### config.mk
export PLATFORM = sky130hd
export DESIGN_NAME = sleep_idle_mode_control
export DESIGN_NICKNAME = d
export VERILOG_FILES = /design/src/shared/pm_mode_pkg.sv /design/src/design/sleep_idle_mode_control.sv
export SDC_FILE = /design/constraint.sdc
export NUM_CORES = 1
export LEC_CHECK = 0
export BUFFER_PORTS_ARGS = -buffer_cell sky130_fd_sc_hd__buf_2
export CAP_MARGIN = 20
export CORE_UTILIZATION = 52
export CTS_BUF_LIST = sky130_fd_sc_hd__clkbuf_4 sky130_fd_sc_hd__clkbuf_8 sky130_fd_sc_hd__clkbuf_16
export CTS_CLUSTER_DIAMETER = 50
export CTS_CLUSTER_SIZE = 20
export DETAILED_ROUTE_END_ITERATION = 10
export PLACE_DENSITY = 0.82
export SYNTH_ARGS = -nofsm -noshare
export SYNTH_HDL_FRONTEND = slang
export SYNTH_SLANG_ARGS = --single-unit
### constraint.sdc
create_clock -name clk_sys -period 1.8 [get_ports clk_sys]
set_clock_uncertainty 0.05 [all_clocks]
set_input_delay 0.27 -clock clk_sys [delete_from_list [all_inputs] [get_ports clk_sys]]
set_output_delay 0.27 -clock clk_sys [all_outputs]
set_load 0.02 [all_outputs]
### src/shared/pm_mode_pkg.sv
// package for the sleep and idle mode controller
package pm_mode_pkg;
    localparam logic [1:0] SEL_PRIMARY   = 2'h0;
    localparam logic [1:0] SEL_SECONDARY = 2'h1;
    localparam int         SEL_UPPER_BIT = 1;
    localparam int         CLK_PERIOD_NS = 10;
    localparam int         CPU_START_DELAY_NS = 2000;
    localparam int         SETTLE_TIME_NS     = 1000;
    localparam int         CPU_START_CYCLES =
        (CPU_START_DELAY_NS + CLK_PERIOD_NS - 1) / CLK_PERIOD_NS;
    localparam int         SETTLE_CYCLES =
        (SETTLE_TIME_NS + CLK_PERIOD_NS - 1) / CLK_PERIOD_NS;
    localparam int         CNT_W = 16;

    typedef enum logic [5:0] {
        RUN_MODE       = 6'h01,
        SLEEP_MODE     = 6'h02,
        IDLE_MODE      = 6'h04,
        WAKE_WAIT_MODE = 6'h08,
        START_MODE     = 6'h10,
        SRC_WAIT_MODE  = 6'h20
    } pm_state_type;

    typedef struct packed {
        logic primary_clock_ready_flag;
        logic internal_osc_stable_flag;
        logic secondary_clock_active_flag;
    } status_type;

    typedef struct packed {
        logic cpu_clock_en;
        logic periph_clock_en;
        logic primary_osc_en;
        logic secondary_osc_run;
        logic fast_internal_osc_en;
        logic low_power_rc_en;
    } clock_ctrl_type;
endpackage

### src/design/sleep_idle_mode_control.sv
// sleep and idle power-managed mode controller
//
// Behaviour
// - sleep with idle select clear stops primary and fast oscillators, clears status flags
// - rc source runs with watchdog; secondary oscillator runs when enabled
// - sleep wake waits for selected source, or skips the wait when two-speed/fail-safe, without forcing the fast osc on
// - primary ready flag set whenever primary clocks the device after sleep wake
// - wake never changes idle select or clock source select
// - idle stops cpu clock, peripherals keep selected source, flags unchanged on primary idle entry
// - idle exits only on interrupt, watchdog time-out or reset
// - idle wake holds cpu for start delay, then runs from same source
// - watchdog time-out in sleep or idle wakes, never resets
// - primary idle keeps primary clock running, no warm-up needed
// - primary idle entered with idle select set and select field zero
// - primary ready flag stays set in and after primary idle
// - secondary idle stops primary, clears primary ready, sets secondary active
// - sleep ignored for secondary idle when secondary oscillator disabled
// - peripheral clocks withheld until enabled secondary oscillator runs
// - secondary idle wake keeps secondary oscillator for peripherals and cpu
// - upper select bit set enters internal idle, stops primary, clears ready
// - nonzero freq or source select enables fast osc; stable after settle time
// - already stable fast osc keeps stable flag set through idle entry
// - all-zero freq and source select leave fast osc off, stable flag clear
// - internal idle wake keeps internal multiplexer for peripherals and cpu
// - internal idle keeps rc source with watchdog or fail-safe monitor
// - idle select sampled when the sleep instruction executes
// - secondary active only while secondary drives; stable flag while fast osc stable
`timescale 1ns/10ps
module sleep_idle_mode_control #(
    parameter int CPU_START_LEN = pm_mode_pkg::CPU_START_CYCLES,
    parameter int SETTLE_LEN    = pm_mode_pkg::SETTLE_CYCLES
) (
    input  wire logic                       clk_sys,
    input  wire logic                       rst_n,
    input  wire logic                       sleep_exec,
    input  wire logic                       idle_on_sleep_select,
    input  wire logic [1:0]                 clock_source_select,
    input  wire logic                       secondary_osc_enable,
    input  wire logic                       secondary_osc_running,
    input  wire logic                       primary_osc_ready,
    input  wire logic [2:0]                 internal_freq_select,
    input  wire logic                       low_freq_source_select,
    input  wire logic                       watchdog_enable,
    input  wire logic                       fail_safe_enable,
    input  wire logic                       two_speed_enable,
    input  wire logic                       wake_interrupt,
    input  wire logic                       watchdog_timeout,
    output pm_mode_pkg::status_type         status,
    output pm_mode_pkg::clock_ctrl_type     clock_ctrl,
    output pm_mode_pkg::pm_state_type       mode,
    output logic                            watchdog_reset_req
);
    import pm_mode_pkg::*;

    logic [1:0]   osc_sync;
    logic [1:0]   prim_sync;
    logic [1:0]   wake_sync;
    logic [1:0]   wdt_sync;
    logic         sec_running;
    logic         prim_ready;
    logic         wake_irq;
    logic         wdt_to;
    pm_state_type state;
    pm_state_type next_state;
    logic         idle_sel;
    logic         next_idle_sel;
    logic [1:0]   src_sel;
    logic [1:0]   next_src_sel;
    logic [CNT_W-1:0] delay_cnt;
    logic [CNT_W-1:0] next_delay_cnt;
    logic [CNT_W-1:0] settle_cnt;
    logic [CNT_W-1:0] next_settle_cnt;
    status_type     next_status;
    clock_ctrl_type next_clock_ctrl;
    logic           next_watchdog_reset_req;
    logic           wake_event;
    logic           fast_req;
    logic           fast_stable;

    function automatic logic is_internal(input logic [1:0] sel);
        is_internal = sel[SEL_UPPER_BIT];
    endfunction

    // pin-side inputs pass two flip-flops; the first stage feeds only the second
    always_ff @(posedge clk_sys or negedge rst_n) begin
        if (!rst_n) begin
            osc_sync  <= 2'h0;
            prim_sync <= 2'h0;
            wake_sync <= 2'h0;
            wdt_sync  <= 2'h0;
        end else begin
            osc_sync  <= {osc_sync[0], secondary_osc_running};
            prim_sync <= {prim_sync[0], primary_osc_ready};
            wake_sync <= {wake_sync[0], wake_interrupt};
            wdt_sync  <= {wdt_sync[0], watchdog_timeout};
        end
    end
    assign sec_running = osc_sync[1];
    assign prim_ready  = prim_sync[1];
    assign wake_irq    = wake_sync[1];
    assign wdt_to      = wdt_sync[1];

    assign wake_event  = wake_irq | wdt_to;
    assign fast_req    = (internal_freq_select != 3'h0) | low_freq_source_select;
    assign fast_stable = fast_req && (settle_cnt == CNT_W'(SETTLE_LEN));

    always_comb begin
        next_state              = state;
        next_idle_sel           = idle_sel;
        next_src_sel            = src_sel;
        next_delay_cnt          = delay_cnt;
        next_settle_cnt         = settle_cnt;
        next_status             = status;
        next_watchdog_reset_req = 1'b0;
        // settle counter runs while the fast internal output is requested
        if (!fast_req) begin
            next_settle_cnt = '0;
        end else if (settle_cnt != CNT_W'(SETTLE_LEN)) begin
            next_settle_cnt = settle_cnt + CNT_W'(1);
        end
        case (state)
            RUN_MODE: begin
                next_src_sel = clock_source_select;
                next_idle_sel = idle_on_sleep_select;
                if (wdt_to) begin
                    next_watchdog_reset_req = 1'b1;
                end
                if (sleep_exec) begin
                    next_idle_sel = idle_on_sleep_select;
                    if (!idle_on_sleep_select) begin
                        next_state  = SLEEP_MODE;
                        next_status = '0;
                    end else if (clock_source_select == SEL_SECONDARY &&
                                 !secondary_osc_enable) begin
                        next_state = RUN_MODE;
                    end else begin
                        next_state = IDLE_MODE;
                        // the source switch happens on entry, so the flags follow at once
                        if (clock_source_select == SEL_SECONDARY) begin
                            next_status.primary_clock_ready_flag    = 1'b0;
                            next_status.secondary_clock_active_flag = sec_running;
                        end else if (is_internal(clock_source_select)) begin
                            next_status.primary_clock_ready_flag    = 1'b0;
                            next_status.secondary_clock_active_flag = 1'b0;
                            next_status.internal_osc_stable_flag    = fast_stable;
                        end
                    end
                end else begin
                    next_status.primary_clock_ready_flag =
                        (clock_source_select == SEL_PRIMARY) & prim_ready;
                    next_status.secondary_clock_active_flag =
                        (clock_source_select == SEL_SECONDARY) & sec_running;
                    next_status.internal_osc_stable_flag = fast_stable;
                end
            end
            SLEEP_MODE: begin
                if (wake_event) begin
                    next_delay_cnt = '0;
                    next_state = (two_speed_enable | fail_safe_enable) ?
                                 START_MODE : WAKE_WAIT_MODE;
                end
            end
            WAKE_WAIT_MODE: begin
                if ((src_sel == SEL_PRIMARY && prim_ready) ||
                    (src_sel == SEL_SECONDARY && sec_running) ||
                    is_internal(src_sel)) begin
                    next_state = START_MODE;
                end
            end
            IDLE_MODE: begin
                if (src_sel == SEL_PRIMARY) begin
                    next_status.primary_clock_ready_flag = 1'b1;
                end else if (src_sel == SEL_SECONDARY) begin
                    next_status.primary_clock_ready_flag    = 1'b0;
                    next_status.secondary_clock_active_flag = sec_running;
                end else begin
                    next_status.primary_clock_ready_flag = 1'b0;
                    next_status.secondary_clock_active_flag = 1'b0;
                    next_status.internal_osc_stable_flag = fast_stable;
                end
                if (wake_event) begin
                    next_delay_cnt = '0;
                    next_state = START_MODE;
                end
            end
            START_MODE: begin
                next_delay_cnt = delay_cnt + CNT_W'(1);
                if (delay_cnt >= CNT_W'(CPU_START_LEN - 1)) begin
                    next_state = RUN_MODE;
                end
                if (src_sel == SEL_PRIMARY) begin
                    next_status.primary_clock_ready_flag = prim_ready;
                end
            end
            default: begin
                next_state = RUN_MODE;
            end
        endcase
    end

    always_comb begin
        next_clock_ctrl = '0;
        // oscillator enables follow the selection that the next state will use,
        // so a source switch on idle entry shows in the first idle cycle
        next_clock_ctrl.low_power_rc_en = watchdog_enable |
            (is_internal(next_src_sel) & fail_safe_enable);
        next_clock_ctrl.secondary_osc_run = secondary_osc_enable;
        next_clock_ctrl.fast_internal_osc_en = fast_req & is_internal(next_src_sel);
        next_clock_ctrl.primary_osc_en = (next_src_sel == SEL_PRIMARY);
        case (next_state)
            RUN_MODE: begin
                next_clock_ctrl.cpu_clock_en    = 1'b1;
                next_clock_ctrl.periph_clock_en = 1'b1;
            end
            IDLE_MODE: begin
                next_clock_ctrl.periph_clock_en = (next_src_sel != SEL_SECONDARY) |
                                                  sec_running;
            end
            START_MODE: begin
                next_clock_ctrl.periph_clock_en = 1'b1;
            end
            SLEEP_MODE: begin
                next_clock_ctrl.primary_osc_en = 1'b0;
                next_clock_ctrl.fast_internal_osc_en =
                    two_speed_enable | fail_safe_enable;
            end
            WAKE_WAIT_MODE: begin
                // the selected source is restarted here, else the wait never ends
                next_clock_ctrl.fast_internal_osc_en =
                    two_speed_enable | fail_safe_enable;
            end
            default: begin
                next_clock_ctrl.cpu_clock_en = 1'b0;
            end
        endcase
        if (next_state == SLEEP_MODE) begin
            next_clock_ctrl.fast_internal_osc_en = 1'b0;
        end
    end

    always_ff @(posedge clk_sys or negedge rst_n) begin
        if (!rst_n) begin
            state              <= RUN_MODE;
            idle_sel           <= 1'b0;
            src_sel            <= SEL_PRIMARY;
            delay_cnt          <= '0;
            settle_cnt         <= '0;
            status             <= '0;
            clock_ctrl         <= '0;
            watchdog_reset_req <= 1'b0;
        end else begin
            state              <= next_state;
            idle_sel           <= next_idle_sel;
            src_sel            <= next_src_sel;
            delay_cnt          <= next_delay_cnt;
            settle_cnt         <= next_settle_cnt;
            status             <= next_status;
            clock_ctrl         <= next_clock_ctrl;
            watchdog_reset_req <= next_watchdog_reset_req;
        end
    end

    assign mode = state;
endmodule

# Word-level counts from Yosys, hierarchy flattened

Cells that the tools add are included.

Output and inout bits: 16
Word-level logic and storage cells: 109
Flip-flop bits (word level): 58
Input bits: 18

Bitwise logic cells: 9
Muxes and demuxes: 35
Reduce and logical (&&, ||, !) cells: 20
Order comparisons: 1
Add/subtract/negate cells: 2
Eq/ne operators: 24

Operators with widths:

| operator              | number |
|---|---|
| $mux 16               | 3 |
| $add 16x1->16 const B | 2 |
| $pmux 16 s2           | 1 |
| $mux 6                | 5 |
| $pmux 6 s5            | 1 |
| $mux 3                | 6 |
| $eq 16x7->1 const B   | 1 |
| $ge 16x8->1 const B   | 1 |
| $ne 16x7->1 const B   | 1 |
| $mux 1                | 13 |
| $eq 6x1->1 const B    | 2 |
| $eq 6x2->1 const B    | 2 |
| $eq 6x3->1 const B    | 2 |
| $eq 6x4->1 const B    | 2 |
| $eq 6x5->1 const B    | 2 |
| $ne 4x4->1 const B    | 3 |
| $reduce_and 4->1      | 2 |
| $logic_not 2->1       | 3 |
| $ne 2x1->1 const B    | 3 |
| $ne 2x2->1 const B    | 3 |
| $reduce_and 6->1      | 1 |
| $reduce_bool 3->1     | 2 |
| $mux 5                | 1 |
| $ne 5x5->1 const B    | 1 |
| other kinds (13)      | 28 |

# Depth between registers and ports, before layout

Gate-level depths: netlist of run 1.

Depth in word-level cells: 9
Gate-level depth with buffers: 7
Gate-level depth less buffers: 7

# Worst setup path after synthesis of run 1

Ideal clock, no wire load.

Kind: register to register
Start: reg state[2] (netlist: mode[2])
End: reg status[2] (netlist name)
Period minus slack after synthesis: 2.116 ns
Path buffers: 1
Setup slack: -0.316 ns
Stages on the path, launching flop included: 7
Setup time: 0.128 ns
Arrival time: 1.938 ns
Cells stage by stage: dfrtp_1 clkbuf_1 nor4_2 nand3b_1 or3_1 a31oi_1 mux2_1

Word-level cells in the longest chain between the ends: 3
Elaborated cells on any way between the ends: 9

RTL lines:

| element                                            | RTL line                       | text |
|---|---|---|
| from (decl)                                        | sleep_idle_mode_control.sv:63  | `pm_state_type state;` |
| from (signal assigned)                             | sleep_idle_mode_control.sv:252 | `state <= next_state;` |
| $eq 6x1->1, or another cell as far along           | -                              |  |
| $ne 5x5->1 (no line), or another cell as far along | -                              |  |
| $reduce_and 4->1 (no line)                         | -                              |  |
| to (signal assigned)                               | sleep_idle_mode_control.sv:257 | `status <= next_status;` |
| to (decl)                                          | sleep_idle_mode_control.sv:48  | `output pm_mode_pkg::status_type status,` |

Parallel ways exist; a longest one is shown, timed or not.
A chain may end at the register's enable or synchronous reset.

# Worst setup path after layout of run 1

Start: reg state[1] (netlist: mode[1])
End: reg status[2] (netlist name)

Same word-level chain as after synthesis.

==> Implementation_results.wiki, run 1 <==
{| class="wikitable"
! Metric !! Value
|-
| Min cycle time layout || just over 2000 ps
|-
| Die width || 76.25 um
|-
| Post-synth EDFFs || 0
|-
| Row cnt || 26
|-
| Most used DFF post-synth || dfrtp_1
|-
| IO Port Bufs || 33
|-
| Ratio of cells with drive above 1 in the final layout || a little under two fifths
|-
| Worst-skew pair later-pin latency || between 300 and 400 ps
|-
| Post-synthesis sequential element count || 58
|-
| Number of sinks on the clock net || just under 60
|-
| Lkg Pwr || roughly 0.0018 uW
|-
| Net Count, Synth || 314
|-
| Area enclosed by the die boundary || 5813 um^2
|-
| Antenna violations before repair || 0
|-
| Unrepaired setup endpoints after global routing || yes
|-
| Residual overflow from global routing || 0
|-
| Root buffer selected by CTS || clkbuf_8
|-
| Power density relative to cell area || 841.3 nW/um^2
|-
| Core ar. || 5205 um^2
|-
| Worst stage delay on the critical path || approximately 430 ps
|-
| Leading cell type in the layout, fill and taps excluded || dfrtp_1
|-
| Clock transition at the registers of the reported paths || around 60 ps
|-
| Synthesized netlist cell count || ~300
|-
| CTS tree || done
|-
| Final layout net count || approximately 400
|-
| Kind of capture point of the worst setup path || flop
|-
| Placed Cells incl. Taps || between 400 and 500
|-
| Post-route setup slack || -265.5 ps
|-
| Number of max-cap violations || 0
|-
| Vias per std cell || just under 6
|-
| Achievable Freq || ~480 MHz
|-
| Number of failing setup endpoints in the final timing report || 22
|-
| Post-synth cell types || 48
|-
| Routability-driven placement congestion ratio || 0.8922
|-
| Vertical die dimension || approximately 76 um
|-
| H-Tree Depth || 3
|-
| Bufs on Longest Clock Path || 2
|-
| Crit path launch type || flop
|-
| Vias in the first global route || about 2600
|-
| Count of buffer and inverter cells on the critical path || 1
|-
| Commonest non-fill, non-tap cells in the layout || 53 x dfrtp_1, 33 x nor2_1, 33 x buf_2, 32 x buf_4, 22 x nand2_1
|-
| Post-DP HPWL || slightly below 5 mm
|-
| Cell-by-cell trace of the critical path || nor4_4 -> buf_4 -> nand3b_1 -> or3_1 -> a31oi_1 -> mux2_1
|-
| Final antenna-violating net count || 0
|-
| Worst min-delay path category || in2reg
|-
| Number of vias after detailed routing || between 2000 and 3000
|-
| Post-synthesis sequential area ratio || 50.68%
|-
| I/O Pins || 34
|-
| First-pass GRT wire length || about 12 mm
|-
| Number of max-slew violations in the final report || 0
|-
| Share of flip-flops with an asynchronous set or reset after synthesis || 100.0%
|-
| Number of cells in the finished layout apart from fillers || roughly 450
|-
| Run status || complete, but fails checks
|-
| GRT Overall Usage || about a quarter
|-
| Area of the mapped netlist || 2866 um^2
|-
| Number of DRC markers in iteration 0 || 185
|-
| Yosys warning count || 0
|-
| Peak supply drop || 0.7032 mV
|-
| Largest net degree at the start of global routing || 30
|-
| Count of filler cells inserted in the layout || roughly 330
|-
| Setup Crit Path Kind || reg2reg
|-
| Crit-path leading delay family || simple AND/OR/NAND/NOR gates
|-
| Critical path fanouts, max || 2
|-
| Worst endpoint required time || just under 2000 ps
|-
| Signed area change from the synthesized netlist to the final layout || 38.59%
|-
| Slowest cell on the critical path || dfrtp_2
|-
| Number of DRC violations after detailed routing || 0
|-
| Syn Area/Cell || ~9.8 um^2
|-
| CTS Buf Count || 9
|-
| Failing checks || negative setup slack
|-
| Area post-placement || approximately 3300 um^2
|-
| Smallest hold slack || around 59 ps
|-
| Number of antenna cells inserted || 0
|-
| WL/cell || between 15 and 20 um
|-
| Share of the core filled with cells in the final layout || about 76%
|-
| Initial core utilization || 55.07%
|-
| Final worst-path cycle share || 114.7%
|-
| Area of all placed cells without fillers || a little under 4000 um^2
|-
| Final hold violations || 0
|-
| Arrival time at the worst endpoint || between 2000 and 2500 ps
|-
| Post-Route WL || between 8 and 9 mm
|-
| First-pass DRT Iterations || 4
|}
[per-stage QoR]
step                      power, uW  setup slack [ps]  TNS [ps]
after floorplan                1916            -222.3     -1329
after global placement         2131            -110.7     -1114
after detailed placement       2165            -157.7     -2227
after CTS                      3260            -136.6     -1727
after global routing           3490            -359.4     -4419
final                          3342            -265.5     -2703
[logic make-up after synthesis]
family	share of synthesized area (%)
mux	2.968
other cells	0.1308
compound gates	10.74
xor+xnor	6.722
buf+inv	3.317
flops	50.68
fa+ha+maj	1.310
simple gates	24.14
[area by class of cell]
type | instances | area, um^2 | area share (%)
Multi-Input combinational cell | 214 | 1568 | 39.46
Sequential cell | 58 | 1458 | 36.69
Timing Repair Buffer | 81 | 636.9 | 16.03
Clock buffer | 12 | 158.9 | 4.000
Tap cell | 70 | 87.58 | 2.205
Inverter | 13 | 48.80 | 1.228
Clock inverter | 3 | 15.01 | 0.3780
[power by group]
part / internal (uW) / leakage, uW / switching [uW] / total, uW
sequential: 1440 / 0.000747 / 149 / 1590
clock: 575 / 0.0000954 / 518 / 1090
combinational: 300 / 0.000942 / 364 / 664
[synthesized netlist by cell type (all sizes together) (2+ instances only)]
master / number / area share (%)
inv: 13 / 1.7
xnor2: 6 / 1.8
nor4: 8 / 2.0
o211ai: 4 / 1.2
nor3: 8 / 1.8
buf: 6 / 1.2
nor2b: 6 / 1.3
a2111oi: 2 / 0.61
xor2: 16 / 4.9
nand3: 8 / 1.4
nor2: 35 / 4.6
and3b: 2 / 0.61
a21oi: 14 / 2.4
nand2: 25 / 3.3
mux2: 4 / 1.6
and4: 2 / 0.61
and3: 4 / 0.87
nand4: 9 / 2.0
o2111ai: 5 / 1.5
dfrtp: 57 / 50
ha: 3 / 1.3
nand3b: 5 / 1.3
and2: 2 / 0.44
clkbuf: 3 / 0.39
or3: 10 / 2.2
mux2i: 4 / 1.4
o21ai: 17 / 3.0
[flip-flops by register name, indices dropped and copies added, names as in the netlist, 2 cells and up]
register and cells:
delay_cnt 16, settle_cnt 16, clock_ctrl 6, mode 6, status 3, osc_sync 2
prim_sync 2, src_sel 2, wake_sync 2, wdt_sync 2
[per-layer routing]
| layer | wire length (um) | global-route usage [%] | vias to the layer above |
|---|---|---|---|
| met5 | 0 | 0 | - |
| met4 | 293 | 14.23 | 0 |
| met3 | 418 | 5.389 | 29 |
| met2 | 4322 | 43.15 | 114 |
| met1 | 3301 | 32.46 | 1299 |
| li1 | - | - | 1209 |
[worst register-to-register path: cells and delay by family (launching register included)]
kind                   cells  cell delay, ps
multiplexers               1             340
AO/OA/AOI/OAI              1             230
buffers and inverters      1             160
AND/OR/NAND/NOR            3             730
flip-flops                 1             430
[path summary, 6_finish.rpt]
path	to	cells past startpoint	slack (ps)	startpoint
max	status[2]	6	-270	mode[1]
min	clock_ctrl[0]	2	60	watchdog_enable
max reg2reg	status[2]	6	-270	mode[1]
min reg2reg	wake_sync[1]	0	300	wake_sync[0]
max in group asynchronous	mode[1]	3	770	rst_n
min in group asynchronous	delay_cnt[13]	2	360	rst_n
[timing repair]
action	4_1_cts	5_1_grt
endpoints found under the hold margin	19	0
setup buffers	2	8
setup endpoints to repair	23	32
hold buffers	5	0
cloned	0	4
resized for setup	19	41
pin swaps	10	16
No activity file was read; power rests on OpenSTA's default activity.
==> inputs of run 2 (changes only) <==
Settings changed: ABC_AREA set to 1, CAP_MARGIN 20 to not set, CORE_UTILIZATION 52 to 55.
Clock period 1.8 ns to 2.1 ns, I/O delays scaled along.
==> Implementation_results.wiki, run 2 <==
{| class="wikitable"
! Metric !! Value
|-
| GRT Overall Usage || 25.49% (-0.76 points)
|-
| Final worst-path cycle share || 83.62% (-31 points)
|-
| Total power || 3126 uW (-6.5%)
|-
| Vias per std cell || 5.318 (-9.5%)
|-
| Bufs on Longest Clock Path || 2 (unchanged)
|-
| Root buffer selected by CTS || clkbuf_8
|-
| Switching portion of total power || 29.90% (-0.91 points)
|-
| Vias in the first global route || 2770 (+7.9%)
|-
| Most used DFF post-synth || dfrtp_1
|-
| Number of failing setup endpoints in the final timing report || 0 (-100%)
|-
| Signed area change from the synthesized netlist to the final layout || 15.87%
|-
| Library cell occupying the most area in the post-synthesis netlist || dfrtp_1
|-
| Portion of synthesized cell area occupied by the leading cell type || 44.78% (-5.0 points)
|-
| Internal Pwr Total || 2191 uW (-5.2%)
|-
| Vertical die dimension || 78.11 um (+2.4%)
|-
| Critical path fanouts, max || 8 (+6)
|-
| Number of max-cap violations || 0 (unchanged)
|-
| Number of antenna cells inserted || 0 (unchanged)
|-
| Worst min-delay path category || in2reg
|-
| Smallest hold slack || 27.01 ps (-31.66 ps)
|-
| Achievable Freq || 569.5 MHz (+18%)
|-
| Actual transition at the worst max-transition pin || around 570 ps
|-
| Net Sw Power || 934.8 uW (-9.2%)
|-
| Synthesized netlist cell count || 431 (+47%)
|-
| Reg-to-Reg End || status[2]
|-
| Number of DRC violations after detailed routing || 0 (unchanged)
|-
| Die width || 78.11 um (+2.4%)
|-
| Most frequent cells after synthesis || 118 x nand2_1, 58 x inv_1, 57 x dfrtp_1
|-
| Worst endpoint required time || 2280 ps (+310 ps)
|-
| CTS tree || done
|-
| Final hold violations || 0 (unchanged)
|-
| WL/cell || 12.88 um (-30%)
|-
| Headroom to the max-slew limit || between 60 and 70%
|-
| Clock group share of total power || 39.0% (+6.3 points)
|-
| IO Port Bufs || 33 (unchanged)
|-
| Residual overflow from global routing || 0 (unchanged)
|-
| CTS Buf Count || 9 (unchanged)
|-
| Number of max-slew violations in the final report || 0 (unchanged)
|-
| Setup slack on the worst flop-to-flop path || 340 ps (+610 ps)
|-
| Area post-placement || 3443 um^2 (+3.1%)
|-
| Routability-driven placement congestion ratio || 0.9385 (+5.2%)
|-
| Ratio of cells with drive above 1 in the final layout || 15.59% (-21 points)
|-
| Largest net degree at the start of global routing || 27 (-10%)
|-
| Post-synthesis sequential area ratio || 45.60% (-5.1 points)
|-
| Kind of capture point of the worst setup path || flop
|-
| Initial core utilization || 57.50% (+2.4 points)
|-
| Net Count, Synth || 452 (+44%)
|-
| Antenna violations before repair || 0 (unchanged)
|-
| Worst-skew pair later-pin latency || 340 ps (about the same)
|-
| Peak supply drop || 0.7007 mV (-0.36%)
|-
| Arrival time at the worst endpoint || 1930 ps (-300 ps)
|-
| Unrepaired setup endpoints after global routing || no
|-
| Worst Hold End || wake_sync[0]
|-
| Critical R2R Launch || mode[0]
|-
| Number of sinks on the clock net || 58 (unchanged)
|-
| Area of all placed cells without fillers || 3691 um^2 (-7.1%)
|-
| Power density relative to cell area || 846.9 nW/um^2 (+0.67%)
|-
| Number of DRC markers in iteration 0 || 193 (+4.3%)
|-
| Leading cell type in the layout, fill and taps excluded || nand2_1
|-
| Post-Route WL || 7.123 mm (-15%)
|-
| Area of the mapped netlist || 3186 um^2 (+11%)
|-
| Final antenna-violating net count || 0 (unchanged)
|-
| Yosys warning count || 0 (unchanged)
|-
| First-pass GRT wire length || 12.08 mm (+2.3%)
|-
| Syn Area/Cell || 7.391 um^2 (-24%)
|-
| Worst Reg2Reg Path Length in Cells || 9 (+3)
|-
| H-Tree Depth || 3 (unchanged)
|-
| Setup Crit Path Kind || reg2reg
|-
| Startpoint of the worst hold path || wake_interrupt
|-
| Placed Cells incl. Taps || 536 (+28%)
|-
| I/O Pins || 34 (unchanged)
|-
| Clock transition at the registers of the reported paths || 70 ps (about the same)
|-
| Crit path launch type || flop
|-
| First-pass DRT Iterations || 5 (+1)
|-
| WHS Path Cells || 1 (-1)
|-
| Final layout net count || 497 (+25%)
|-
| Post-synthesis sequential element count || 58 (unchanged)
|-
| Share of flip-flops with an asynchronous set or reset after synthesis || 100.0% (unchanged)
|-
| Sequential share of power || 44.3% (-3.1 points)
|-
| Most area-consuming cells after synthesis || dfrtp_1 45%, nand2_1 14%, nand3_1 7.1%
|-
| Commonest non-fill, non-tap cells in the layout || 118 x nand2_1, 58 x inv_1, 57 x dfrtp_1, 53 x nor2_1, 45 x nand3_1
|-
| Area enclosed by the die boundary || 6100 um^2 (+4.9%)
|-
| Logic pwr share || 16.8% (-3.1 points)
|-
| Number of cells in the finished layout apart from fillers || 553 (+23%)
|-
| Number of vias after detailed routing || 2941 (+11%)
|-
| Core ar. || 5540 um^2 (+6.4%)
|-
| Top flop regs || delay_cnt: 16 flops, settle_cnt: 16 flops
|-
| Run status || completed
|-
| Post-synth cell types || 32 (-33%)
|-
| Post-DP HPWL || 5.184 mm (+7.3%)
|-
| Min cycle time layout || 1756 ps (-309.5 ps)
|-
| Post-synth EDFFs || 0 (unchanged)
|-
| Row cnt || 27 (+3.8%)
|-
| Lkg Pwr || 0.001907 uW (+6.9%)
|-
| Sum of negative setup slack || 0 ps (+2703 ps)
|-
| Postcts setup bufs || 0 (-2)
|-
| Most repeated cell in the gate-level netlist after synthesis || nand2_1
|}
[run 2: worst max path at each step]
stage          cells after the start    startpoint             to
2_1_floorplan                      9       mode[0]      status[1]
3_3_place_gp                       9       mode[0]      status[2]
3_5_place_dp                       8       mode[3]   delay_cnt[8]
6_report                           9       mode[0]      status[2]
4_1_cts                            9       mode[0]      status[2]
5_1_grt                            6  delay_cnt[0]  delay_cnt[14]
[run 2: routing by layer]
layer	global-route usage, %	vias to the layer above	wire length (um)
li1	-	1479	-
met2	40.35	89	3403
met3	5.814	11	343
met1	33.28	1362	3259
met4	11.67	0	116
met5	0	-	0
[run 2: layout make-up]
type | count | area (um^2)
Clock buffer | 12 | 165.2
Timing Repair Buffer | 37 | 197.7
Clock inverter | 4 | 72.57
Multi-Input combinational cell | 310 | 1488
Sequential cell | 58 | 1453
Tap cell | 72 | 90.09
Fill cell | 477 | 1849
Inverter | 60 | 225.2
[run 2: critical path, stage by stage (launching register included)]
cell	delay, ps
dfstp_2	590
inv_1	90
nor2_2	150
nand3_2	200
inv_1	140
nand2_1	90
o21ai_0	130
nor2_1	80
nand2_1	60
nand2_1	50
[run 2: cells by family after synthesis]
logic type | after synthesis | share of synthesized area (%)
AO/OA/AOI/OAI | 38 | 6.638
XOR/XNOR | 2 | 0.5500
adder cells (fa/ha/maj) | 3 | 1.178
buffers and inverters | 63 | 7.698
flip-flops | 58 | 45.60
other | 1 | 0.1177
AND/OR/NAND/NOR | 266 | 38.22
[run 2: power groups by stage]
stage          clock network (uW)  logic, uW  registers [uW]
2_1_floorplan                   0        319            1420
6_report                     1220        524            1380
4_1_cts                      1240        525            1380
3_3_place_gp                    0        505            1400
3_5_place_dp                    0        522            1400
5_1_grt                      1290        593            1410
[run 2: metrics by stage]
stage                     worst slack, ps  utilization, %
after floorplan                     529.3               -
after global placement              355.7           62.15
after detailed placement            387.9           62.15
after CTS                           374.1           66.62
after global routing                212.1           66.62
final                               344.0           66.62
[run 2: repair_timing]
item | in CTS | in global routing
resized for setup | 0 | 0
hold endpoints to repair | 23 | 0
hold buffers | 1 | 0
==> inputs of run 3 (changes only) <==
Clock period 2.1 ns to 1.7 ns, I/O delays scaled along.
==> Implementation_results.wiki, run 3 (same netlist as run 2, synthesis figures left out) <==
{| class="wikitable"
! Metric !! Value
|-
| Run status || completed
|-
| Worst stage delay on the critical path || 580 ps (about the same)
|-
| Number of DRC markers in iteration 0 || 274 (+42%)
|-
| Signed area change from the synthesized netlist to the final layout || 21.72%
|-
| Number of DRC violations after detailed routing || 0 (unchanged)
|-
| Initial core utilization || 57.50% (unchanged)
|-
| Post-DP HPWL || 5.169 mm (-0.29%)
|-
| Crit path launch type || flop
|-
| Share of the core filled with cells in the final layout || 69.99% (+3.4 points)
|-
| I/O Pins || 34 (unchanged)
|-
| Area enclosed by the die boundary || 6100 um^2 (unchanged)
|-
| First-pass GRT wire length || 12.38 mm (+2.5%)
|-
| Placed Cells incl. Taps || 537 (+0.19%)
|-
| Number of vias after detailed routing || 3002 (+2.1%)
|-
| Switching portion of total power || 30.74% (+0.84 points)
|-
| Bufs on Longest Clock Path || 2 (unchanged)
|-
| Net Sw Power || 1183 uW (+27%)
|-
| Leading cell type in the layout, fill and taps excluded || nand2_1
|-
| Peak supply drop || 0.7329 mV (+4.6%)
|-
| Most frequent cell on the critical path || inv_1
|-
| Final worst-path cycle share || 96.24% (+13 points)
|-
| Critical path fanouts, max || 7 (-1)
|-
| Antenna violations before repair || 0 (unchanged)
|-
| Area post-placement || 3463 um^2 (+0.58%)
|-
| Area of all placed cells without fillers || 3877 um^2 (+5.1%)
|-
| Clock group share of total power || 37.5% (-1.5 points)
|-
| Achievable Freq || 611.2 MHz (+7.3%)
|-
| Setup Crit Path Kind || reg2reg
|-
| CTS Buf Count || 9 (unchanged)
|-
| CTS tree || done
|-
| Commonest non-fill, non-tap cells in the layout || 117 x nand2_1, 58 x inv_1, 56 x dfrtp_1, 51 x nor2_1, 45 x nand3_1
|-
| Root buffer selected by CTS || clkbuf_8
|-
| Post-route setup slack || 63.99 ps (-280.0 ps)
|-
| Number of max-slew violations in the final report || 0 (unchanged)
|-
| Number of antenna cells inserted || 0 (unchanged)
|-
| WL/cell || 13.05 um (+1.3%)
|-
| Critical Path Stages || 8 (-1)
|-
| Power density relative to cell area || 992.8 nW/um^2 (+17%)
|-
| Vias per std cell || 5.276 (-0.80%)
|-
| Setup slack on the worst flop-to-flop path || 60 ps (-280 ps)
|-
| Number of failing setup endpoints in the final timing report || 0 (unchanged)
|-
| Number of cells in the finished layout apart from fillers || 569 (+2.9%)
|-
| Worst Hold End || clock_ctrl[0]
|-
| Vertical die dimension || 78.11 um (unchanged)
|-
| Slowest cell on the critical path || dfstp_2
|-
| Count of buffer and inverter cells on the critical path || 3 (+1)
|-
| Internal Pwr Total || 2666 uW (+22%)
|-
| WHS Path Cells || 2 (+1)
|-
| Vias in the first global route || 2742 (-1.0%)
|-
| Critical R2R Launch || mode[0]
|-
| Final hold violations || 0 (unchanged)
|-
| Ratio of cells with drive above 1 in the final layout || 18.51% (+2.9 points)
|-
| IO Port Bufs || 33 (unchanged)
|-
| Routability-driven placement congestion ratio || 0.9290 (-1.0%)
|-
| Core ar. || 5540 um^2 (unchanged)
|-
| Total power || 3850 uW (+23%)
|-
| Final layout net count || 513 (+3.2%)
|-
| Number of sinks on the clock net || 58 (unchanged)
|-
| Kind of capture point of the worst setup path || flop
|-
| Clock transition at the registers of the reported paths || 70 ps (about the same)
|-
| Reg-to-Reg End || clock_ctrl[1]
|-
| Arrival time at the worst endpoint || 1810 ps (-120 ps)
|-
| Residual overflow from global routing || 0 (unchanged)
|-
| Number of max-cap violations || 0 (unchanged)
|-
| GRT Overall Usage || 26.36% (+0.88 points)
|-
| Row cnt || 27 (unchanged)
|-
| Pre-CTS setup slack || -1.149 ps (-389.1 ps)
|-
| Actual transition at the worst max-transition pin || 511.6 ps (-55.13 ps)
|-
| Post-Route WL || 7.428 mm (+4.3%)
|-
| Final antenna-violating net count || 0 (unchanged)
|-
| Min cycle time layout || 1636 ps (-120.0 ps)
|-
| H-Tree Depth || 3 (unchanged)
|-
| Headroom to the max-slew limit || 65.63% (+3.4 points)
|-
| Largest net degree at the start of global routing || 59 (+120%)
|-
| Unrepaired setup endpoints after global routing || yes
|-
| Crit-path leading delay family || flip-flops
|-
| First-pass DRT Iterations || 5 (unchanged)
|-
| Cell-by-cell trace of the critical path || inv_1 -> nor2_4 -> nand3_4 -> buf_4 -> o21ai_2 -> inv_1 -> nand2_1 -> nor2_1
|-
| Logic pwr share || 18.3% (+1.5 points)
|-
| Die width || 78.11 um (unchanged)
|-
| Top flop regs || delay_cnt: 16 flops, settle_cnt: 16 flops
|-
| Lkg Pwr || 0.001981 uW (+3.9%)
|-
| Worst-skew pair later-pin latency || 340 ps (about the same)
|-
| Startpoint of the worst hold path || watchdog_enable
|-
| Sequential share of power || 44.2% (about the same)
|-
| Worst Reg2Reg Path Length in Cells || 8 (-1)
|-
| Worst endpoint required time || 1880 ps (-400 ps)
|-
| Worst min-delay path category || in2reg
|}
[run 3: cell count changes in the layout (fill, tap and decap cells not counted), sizes merged]
cell,previous run,this run
buf,36,46
clkbuf,12,10
clkinv,1,3
dlygate4sd3,1,6
nand3,49,50
[run 3: what timing repair did]
action,in CTS,in global routing
setup buffers,0,9
hold endpoints to repair,62,0
cloned,0,1
hold buffers,6,0
setup endpoints to repair,2,22
resized for setup,1,12
pin swaps,0,6
[run 3: through the flow]
step / hold slack [ps] / setup TNS, ps
after CTS: 37.03 / 0
after global routing: 58.78 / -101.5
final: 48.73 / 0
after global placement: 229.0 / 0
after detailed placement: 229.2 / -1.149
after floorplan: -90.59 / 0
[run 3: area by class of cell]
type | instances | area (um^2)
clock buffer | 10 | 137.6
clock inverter | 6 | 90.09
fill | 449 | 1663
inverter | 60 | 225.2
multi-input combinational | 311 | 1541
sequential | 58 | 1454
tap | 72 | 90.09
timing repair buffer | 52 | 339.1
[run 3: worst max path at each step]
stage          startpoint             to  slack (ps)
4_1_cts           mode[0]      status[2]           5
5_1_grt           mode[0]      status[1]         -40
3_3_place_gp      mode[0]      status[2]           6
3_5_place_dp      mode[0]      status[2]          -1
6_report          mode[0]  clock_ctrl[1]          60
2_1_floorplan     mode[0]      status[1]         130
[run 3: routing by layer]
metal / up-vias / wire length, um / track usage [%]
met5: - / 0 / 0
met4: 0 / 78 / 10.93
met3: 7 / 357 / 4.767
met2: 90 / 3548 / 41.32
met1: 1393 / 3443 / 36.11
li1: 1512 / - / -
[run 3: power by group through the flow]
stage               sequential, uW  combinational, uW  clock (uW)
global placement              1720                642           0
detailed placement            1720                655           0
CTS                           1700                671        1460
finish                        1700                704        1440
global route                  1730                802        1520
floorplan                     1750                394           0
[run 3: worst reg2reg max path, delay by kind of cell (launching register included)]
kind                   cells  cell delay (ps)
buffers and inverters      3              350
flip-flops                 1              580
AO/OA/AOI/OAI              1              180
AND/OR/NAND/NOR            4              370
